===== config.mk =====
export PLATFORM = sky130hd
export DESIGN_NAME = dscd_divider
export DESIGN_NICKNAME = d
export VERILOG_FILES = /design/src/rtl/dscd_pkg.sv /design/src/rtl/dscd_divider.sv
export SDC_FILE = /design/constraint.sdc
export NUM_CORES = 1
export LEC_CHECK = 0
export BUFFER_PORTS_ARGS = -buffer_cell sky130_fd_sc_hd__buf_2
export CAP_MARGIN = 30
export CELL_PAD_IN_SITES_DETAIL_PLACEMENT = 1
export CELL_PAD_IN_SITES_GLOBAL_PLACEMENT = 1
export CORE_MARGIN = 5
export CORE_UTILIZATION = 28
export CTS_CLUSTER_DIAMETER = 100
export DETAILED_ROUTE_END_ITERATION = 8
export PLACE_DENSITY_LB_ADDON = 0.3
export SYNTH_ARGS = -nofsm -noshare
export SYNTH_HDL_FRONTEND = slang
export SYNTH_SLANG_ARGS = --single-unit
export TNS_END_PERCENT = 5

===== constraint.sdc =====
create_clock -name mclk -period 1.19 [get_ports mclk]
set_clock_uncertainty 0.1 [all_clocks]
set_input_delay 0.119 -clock mclk [delete_from_list [all_inputs] [get_ports mclk]]
set_output_delay 0.119 -clock mclk [all_outputs]
set_load 0.05 [all_outputs]

===== src/rtl/dscd_pkg.sv =====
package dscd_pkg;

  localparam int FIRST_WIDTH = 4;
  localparam int SECOND_WIDTH = 2;

  // Select pin encodings
  localparam logic SEL_ECL = 1'b0;
  localparam logic SEL_TTL = 1'b1;

  // Forced levels of an open differential pair
  localparam logic OPEN_POS_LEVEL = 1'b0;
  localparam logic OPEN_NEG_LEVEL = 1'b1;

  // Reset levels of the outputs
  localparam logic TRUE_RST = 1'b0;
  localparam logic COMP_RST = 1'b1;

  typedef struct packed {
    logic pos;
    logic neg;
    logic pos_open;
    logic neg_open;
  } dscd_diff_in_t;

  typedef struct packed {
    logic [FIRST_WIDTH-1:0] first_true;
    logic [FIRST_WIDTH-1:0] first_comp;
    logic [SECOND_WIDTH-1:0] second_true;
    logic [SECOND_WIDTH-1:0] second_comp;
  } dscd_clk_out_t;

endpackage : dscd_pkg


===== src/rtl/dscd_divider.sv =====
`timescale 1ns/10ps

module dscd_divider (
  input wire logic mclk,
  input wire logic nrst,
  input wire dscd_pkg::dscd_diff_in_t ecl_clock_in,
  input wire logic ttl_clock_in,
  input wire logic source_select,
  output dscd_pkg::dscd_clk_out_t clk_out
);

  // Divider phase, Gray coded along the count
  typedef enum logic [1:0] {
    PH_BOTH_LOW = 2'h0,
    PH_BOTH_HIGH = 2'h1,
    PH_HALF_LOW = 2'h3,
    PH_QUARTER_LOW = 2'h2
  } dscd_phase_t;

  // Differential level with the open-pair fallback
  function automatic logic resolve_diff(
    input dscd_pkg::dscd_diff_in_t pair
  );
    logic pos_level;
    logic neg_level;
    pos_level = pair.pos;
    neg_level = pair.neg;
    if (pair.pos_open && pair.neg_open) begin
      pos_level = dscd_pkg::OPEN_POS_LEVEL;
      neg_level = dscd_pkg::OPEN_NEG_LEVEL;
    end
    return pos_level & ~neg_level;
  endfunction : resolve_diff

  // Source choice
  function automatic logic pick_source(
    input logic select,
    input logic ecl_level,
    input logic single_level
  );
    logic picked;
    if (select == dscd_pkg::SEL_TTL) begin
      picked = single_level;
    end else begin
      picked = ecl_level;
    end
    return picked;
  endfunction : pick_source

  // One step along the count
  function automatic dscd_phase_t advance_phase(
    input dscd_phase_t phase
  );
    dscd_phase_t step;
    case (phase)
      PH_BOTH_LOW: begin
        step = PH_BOTH_HIGH;
      end
      PH_BOTH_HIGH: begin
        step = PH_HALF_LOW;
      end
      PH_HALF_LOW: begin
        step = PH_QUARTER_LOW;
      end
      PH_QUARTER_LOW: begin
        step = PH_BOTH_LOW;
      end
      default: begin
        step = PH_BOTH_LOW;
      end
    endcase
    return step;
  endfunction : advance_phase

  // Half-rate level of a phase
  function automatic logic half_level(
    input dscd_phase_t phase
  );
    logic level;
    case (phase)
      PH_BOTH_LOW: begin
        level = 1'h0;
      end
      PH_BOTH_HIGH: begin
        level = 1'h1;
      end
      PH_HALF_LOW: begin
        level = 1'h0;
      end
      PH_QUARTER_LOW: begin
        level = 1'h1;
      end
      default: begin
        level = 1'h0;
      end
    endcase
    return level;
  endfunction : half_level

  // Quarter-rate level of a phase
  function automatic logic quarter_level(
    input dscd_phase_t phase
  );
    logic level;
    case (phase)
      PH_BOTH_LOW: begin
        level = 1'h0;
      end
      PH_BOTH_HIGH: begin
        level = 1'h1;
      end
      PH_HALF_LOW: begin
        level = 1'h1;
      end
      PH_QUARTER_LOW: begin
        level = 1'h0;
      end
      default: begin
        level = 1'h0;
      end
    endcase
    return level;
  endfunction : quarter_level

  // Conditioned input and its rise
  logic diff_level;
  logic sel_clk;
  logic in_prev_r;
  logic in_prev_nxt;
  logic in_rise;

  // Divider phase and rate levels
  dscd_phase_t phase_r;
  dscd_phase_t phase_nxt;
  logic half_nxt;
  logic quarter_nxt;

  // Next values of every output pin
  logic [dscd_pkg::FIRST_WIDTH-1:0] first_true_nxt;
  logic [dscd_pkg::FIRST_WIDTH-1:0] first_comp_nxt;
  logic [dscd_pkg::SECOND_WIDTH-1:0] second_true_nxt;
  logic [dscd_pkg::SECOND_WIDTH-1:0] second_comp_nxt;
  dscd_pkg::dscd_clk_out_t out_r;
  dscd_pkg::dscd_clk_out_t out_nxt;

  // Input conditioning and source choice
  always_comb begin
    diff_level = resolve_diff(ecl_clock_in);
    sel_clk = pick_source(source_select, diff_level, ttl_clock_in);
  end

  // Rise detector on the selected input
  always_comb begin
    in_prev_nxt = sel_clk;
    in_rise = sel_clk & ~in_prev_r;
  end

  // Edge history rests at the idle level of the input
  always_ff @(posedge mclk or negedge nrst) begin
    if (!nrst) begin
      in_prev_r <= 1'h0;
    end else begin
      in_prev_r <= in_prev_nxt;
    end
  end

  // Divider phase; reset leaves both stages low so the first rise lifts both
  always_comb begin
    phase_nxt = phase_r;
    if (in_rise) begin
      phase_nxt = advance_phase(phase_r);
    end
    half_nxt = half_level(phase_nxt);
    quarter_nxt = quarter_level(phase_nxt);
  end

  always_ff @(posedge mclk or negedge nrst) begin
    if (!nrst) begin
      phase_r <= PH_BOTH_LOW;
    end else begin
      phase_r <= phase_nxt;
    end
  end

  // Fan the two rates out to every output pin
  for (genvar i = 0; i < dscd_pkg::FIRST_WIDTH; i++) begin : g_first
    assign first_true_nxt[i] = half_nxt;
    assign first_comp_nxt[i] = ~half_nxt;
  end

  for (genvar j = 0; j < dscd_pkg::SECOND_WIDTH; j++) begin : g_second
    assign second_true_nxt[j] = quarter_nxt;
    assign second_comp_nxt[j] = ~quarter_nxt;
  end

  // Pack the output carrier
  always_comb begin
    out_nxt.first_true = first_true_nxt;
    out_nxt.first_comp = first_comp_nxt;
    out_nxt.second_true = second_true_nxt;
    out_nxt.second_comp = second_comp_nxt;
  end

  // Registered outputs; reset forces true pins low and complements high
  always_ff @(posedge mclk or negedge nrst) begin
    if (!nrst) begin
      out_r.first_true <= {dscd_pkg::FIRST_WIDTH{dscd_pkg::TRUE_RST}};
      out_r.first_comp <= {dscd_pkg::FIRST_WIDTH{dscd_pkg::COMP_RST}};
      out_r.second_true <= {dscd_pkg::SECOND_WIDTH{dscd_pkg::TRUE_RST}};
      out_r.second_comp <= {dscd_pkg::SECOND_WIDTH{dscd_pkg::COMP_RST}};
    end else begin
      out_r <= out_nxt;
    end
  end

  assign clk_out = out_r;

endmodule : dscd_divider


==> results of run 1 <==
==> worst paths after layout <==
path / startpoint / end / slack [ps] / cells after the start
max: clk_out[4]$_DFF_PN1_ / clk_out[4] / -30 / 1
min: ttl_clock_in / in_prev_r$_DFF_PN0_ / 50 / 3
max reg2reg: clk_out[2]$_DFF_PN0_ / clk_out[0]$_DFF_PN1_ / -10 / 4
min reg2reg: in_prev_r$_DFF_PN0_ / flop / 570 / 3
max in group asynchronous: nrst / clk_out[4]$_DFF_PN1_ / 650 / 2
min in group asynchronous: nrst / async pin / 110 / 2
==> cells by family (layout without fill, tap and decap cells) <==
family,after synthesis,count (layout)
flip-flops,6,6
XOR/XNOR,1,1
buffers and inverters,13,31
AO/OA/AOI/OAI,9,9
AND/OR/NAND/NOR,17,17
==> per-layer routing <==
layer	up-vias	global-route usage	routed length (µm)
met5	-	0	0
met4	0	0.0404	8
met3	3	0.0612	106
met2	20	0.165	555
met1	187	0.111	400
li1	192	-	-
==> metrics by stage <==
stage / power, µW / utilization / instances
CTS: 1850 / 0.381 / 80
global placement: 1490 / 0.330 / 74
finish: 1950 / 0.408 / 80
floorplan: 1430 / - / 46
global route: 2050 / 0.408 / 80
detailed placement: 1510 / 0.330 / 74
==> power groups by stage <==
stage               combinational (µW)  clock, µW  sequential (µW)
finish                            1330        215              403
global route                      1390        240              419
CTS                               1260        225              373
detailed placement                1140          0              371
global placement                  1130          0              363
floorplan                          888          0              539
==> final cells by class <==
class | instances | area share
clock buffer | 4 | 0.0433
tap | 16 | 0.0330
timing repair buffer | 25 | 0.330
inverter | 2 | 0.0124
multi-input combinational | 27 | 0.324
sequential | 6 | 0.258
==> repair_timing <==
| action | CTS | global route |
|---|---|---|
| hold buffers | 1 | 0 |
| pin swaps | 0 | 2 |
| hold endpoints to repair | 6 | 0 |
| endpoints found under the setup margin | 9 | 13 |
| buffers inserted | 1 | 0 |
| resized for setup | 11 | 12 |
==> layout by cell type, fill, tap and decap left out, types with 2 or more instances in the layout <==
cell	count
buf_2	11
buf_6	10
nand2_1	4
nand3_1	3
dfrtp_2	3
clkbuf_4	3
buf_4	3
nor2b_1	2
inv_1	2
nand4_1	2
nand3b_1	2
o311a_1	2
dfstp_2	2
==> flow_summary.ini, run 1 <==
[floorplan]
boundaryPins = 20
num_rows = 14
die_area_mm2 = 0.00242
core-area_mm2 = 0.00149
initial_core_util = 0.289
die_w_um = 49.2
die_height_um = 49.2

[synthesis]
synth-xor-area-share = 0.0203
yosysSeqAreaShare = 0.355
synth.most_common_cell = buf_4
synth_top_family_by_area = simple AND/OR/NAND/NOR gates
synthFlopType = dfrtp_1
synthDistinctLibCells = 24
synth_common_cells = buf_4, dfrtp_1, nand2_1
synth_fa_ha_area_frac = 0
syn_area_per_cell_um2 = 9.36
netlist_area_um2 = 430
yosys.area.top_type = dfrtp_1
netlist.area_leader.share = 0.233
postSynth.asyncResetShare = 1.00
synth_enable_flop_cells = 0
synth_fp_nets = 54
synth_seq_cells = 6
synth_compound_area_frac = 0.177
ys.warnings.count = 0
synthSimpleGateAreaFrac = 0.235
syn_inst = 46
synth_mux_area_frac = 0
synthTopCellsByArea = dfrtp_1, buf_4, dfstp_2

[setup_path]
cp.arrival_ps = 1000
cp_max_fo = 4
slowest_delay_ps = 580
path_class = flop to output port
cpLargestDelayFamily = flip-flops
endpoint_kind = output port
crit_chain = buf_6
crit_path_start_kind = flop
critPathBufInv = 1
cp_data_required_time_ps = 970
slowest_stage = dfstp_2

[sta]
hold_slack_ps = 51.5
fin_crit_ps = 1220
setup_violations = 7
fmax_mhz = 821
setup-tns-final_ps = -143
slew_headroom = 0.775
slew_violations = 0
layout_worst_path_cycle_share = 1.02
worstMarginPinSlew_ps = 336
rsz0062_at_grt = true
fin_ws_ps = -28.7
finalHoldViolCount = 0

[cells_and_area]
area_growth_pct = 41.0
multi_input_comb_area_um2 = 196
drive_above_1_share = 0.594
fillCellCount = 180
nets = 73
final_cell_area_um2 = 607
register_area_um2 = 156
antennaDiodeCount = 0

[power]
power.density_mw_per_mm2 = 3210
swShare = 0.546
leakage_uw = 0.000288
combPwrFrac = 0.683
p_seq_frac = 0.207
intPower_uw = 884
p_sw_uw = 1060
ir_worst_vdd_uv = 868
clkPwrFrac = 0.110

[place]
gp_congestion = 0.767
dp_hpwl_um = 839
port_buffers = 19
placed_cell_area_um2 = 492
post-place-ws_ps = 26.0

[routing]
drt_wl_total_um = 1070
dr.pass1.iters = 2
routedWlPerCell_um = 13.4
vias_per_cell = 5.03
final_antenna_net_count = 0
route.detailed.drc = 0
drt_iter0_drc = 1
dr_total_vias = 402

[outcome]
violations = setup timing
status = complete, but fails checks

[clock_tree]
cts_buffers = 3
htreeDepth = 1
cts_sinks = 6
cts_buffer_depth = 2
clock_latency_ps = 260
cts_root_buffer = clkbuf_4
cts_tree = done
cts.clk_slew.worst_paths_ps = 50

[worst_hold_path]
hold_class = primary input to flop

[run]
max-cap-violations = 0

[global_route]
grt.overflow.total = 0
grt_max_degree = 10
first_global_vias = 437
antenna_found_initial = 0
grt_pass1_wl_um = 1970
grt.total_usage = 0.104
(Power assumes the default switching activity.)
==> inputs of run 2 (changes only) <==
- ABC_CLOCK_PERIOD_IN_PS: default -> 1190
- SETUP_SLACK_MARGIN: default -> 0.15
==> flow_summary.ini, run 2 (synthesized netlist as in run 1, its figures left out) <==
[outcome]
status = complete, but fails checks
violations = setup timing

[clock_tree]
cts_buffer_depth = 2
cts_root_buffer = clkbuf_4
htreeDepth = 1
cts_tree = done
cts_sinks = 6
clock_latency_ps = 250
cts_buffers = 3
cts.clk_slew.worst_paths_ps = 50

[sta]
fmax_mhz = 786
setup-tns-final_ps = -341
finalHoldViolCount = 0
rsz0062_at_grt = true
setup_violations = 6
fin_ws_ps = -82.5
worstMarginPinSlew_ps = 230
slew_violations = 0
fin_crit_ps = 1270
slew_headroom = 0.846
layout_worst_path_cycle_share = 1.07

[routing]
routedWlPerCell_um = 14.6
route.detailed.drc = 0
dr_total_vias = 390
drt_wl_total_um = 1170
final_antenna_net_count = 0
vias_per_cell = 4.88
dr.pass1.iters = 4
drt_iter0_drc = 2

[run]
max-cap-violations = 0

[global_route]
grt.overflow.total = 0
antenna_found_initial = 0
grt.total_usage = 0.109
grt_max_degree = 10
first_global_vias = 445
grt_pass1_wl_um = 2030

[setup_path]
path_class = flop to output port
cp_data_required_time_ps = 970
cp.arrival_ps = 1050
slowest_stage = dfstp_4
slowest_delay_ps = 640
cpLargestDelayFamily = flip-flops
crit_chain = buf_6
endpoint_kind = output port
crit_path_start_kind = flop
critPathBufInv = 1
cp_max_fo = 4

[place]
dp_hpwl_um = 893
port_buffers = 19
gp_congestion = 0.738
dp.cells = 75

[cells_and_area]
final_common_cell = buf_6
final_cell_mix = buf_6, buf_2, nand2_1, dfrtp_2, buf_8
nets = 73
final_cells = 80
area_growth_pct = 51.5
antennaDiodeCount = 0
drive_above_1_share = 0.609

[floorplan]
num_rows = 14
die_area_mm2 = 0.00242
die_w_um = 49.2
boundaryPins = 20
core-area_mm2 = 0.00149
die_height_um = 49.2
initial_core_util = 0.289

[power]
leakage_uw = 0.000301
ir_worst_vdd_uv = 758
power.total_uw = 2120
power.density_mw_per_mm2 = 3260

[worst_hold_path]
hold_class = primary input to flop
-- run 2: changes by cell type in the layout (fill, tap and decap cells not counted) --
cell     change
dfstp_2      -1
buf_2        -4
dfstp_4      +1
dfrtp_2      +1
buf_8        +4
dfrtp_1      -1
-- run 2: worst paths after layout --
kind                                      start                   end  slack, ps  cells past startpoint
max                        clk_out[4]$_DFF_PN1_            clk_out[5]        -80                      1
min                                ttl_clock_in   in_prev_r$_DFF_PN0_         70                      3
max reg2reg                 in_prev_r$_DFF_PN0_  clk_out[0]$_DFF_PN1_         50                      4
min reg2reg                 in_prev_r$_DFF_PN0_  clk_out[8]$_DFF_PN0_        580                      2
max in group asynchronous                  nrst  clk_out[0]$_DFF_PN1_        620                      2
min in group asynchronous                  nrst  clk_out[2]$_DFF_PN0_        140                      2
-- run 2: report_power, final --
part           total (µW)  switching, µW  internal [µW]
logic                1460            872            585
registers             450            132            319
clock network         215           87.3            128
-- run 2: area by class of cell --
class | count | area (µm²)
well taps | 16 | 20.0
clock buffers | 4 | 26.3
inverters | 2 | 7.51
repair buffers | 25 | 240
fillers | 181 | 837
multi-input cells | 27 | 196
flip-flops and latches | 6 | 161
-- run 2: metal layers --
layer | routed length (µm) | share of wire | vias to the layer above | global-route usage
met3 | 75 | 0.064 | 2 | 0.0275
li1 | - | - | 190 | -
met5 | 0 | 0 | - | 0
met2 | 654 | 0.56 | 14 | 0.187
met1 | 416 | 0.36 | 184 | 0.112
met4 | 19 | 0.016 | 0 | 0.0807
-- run 2: repair_timing --
action / 4_1_cts / 5_1_grt
endpoints found under the hold margin: 6 / 0
setup buffers: 0 / 0
pin swaps: 4 / 5
hold buffers: 1 / 0
setup endpoints to repair: 17 / 17
cloned: 0 / 0
gates resized for setup: 28 / 7
-- run 2: metrics by stage --
step	utilization	instance area (µm²)	hold WS [ps]	setup WS, ps
final	0.438	652	74.7	-82.5
after global routing	0.438	652	94.5	-108
after CTS	0.422	628	69.6	-96.2
after detailed placement	0.339	504	-143	2.79
after global placement	0.339	504	-143	7.93
after floorplan	-	447	-277	54.3
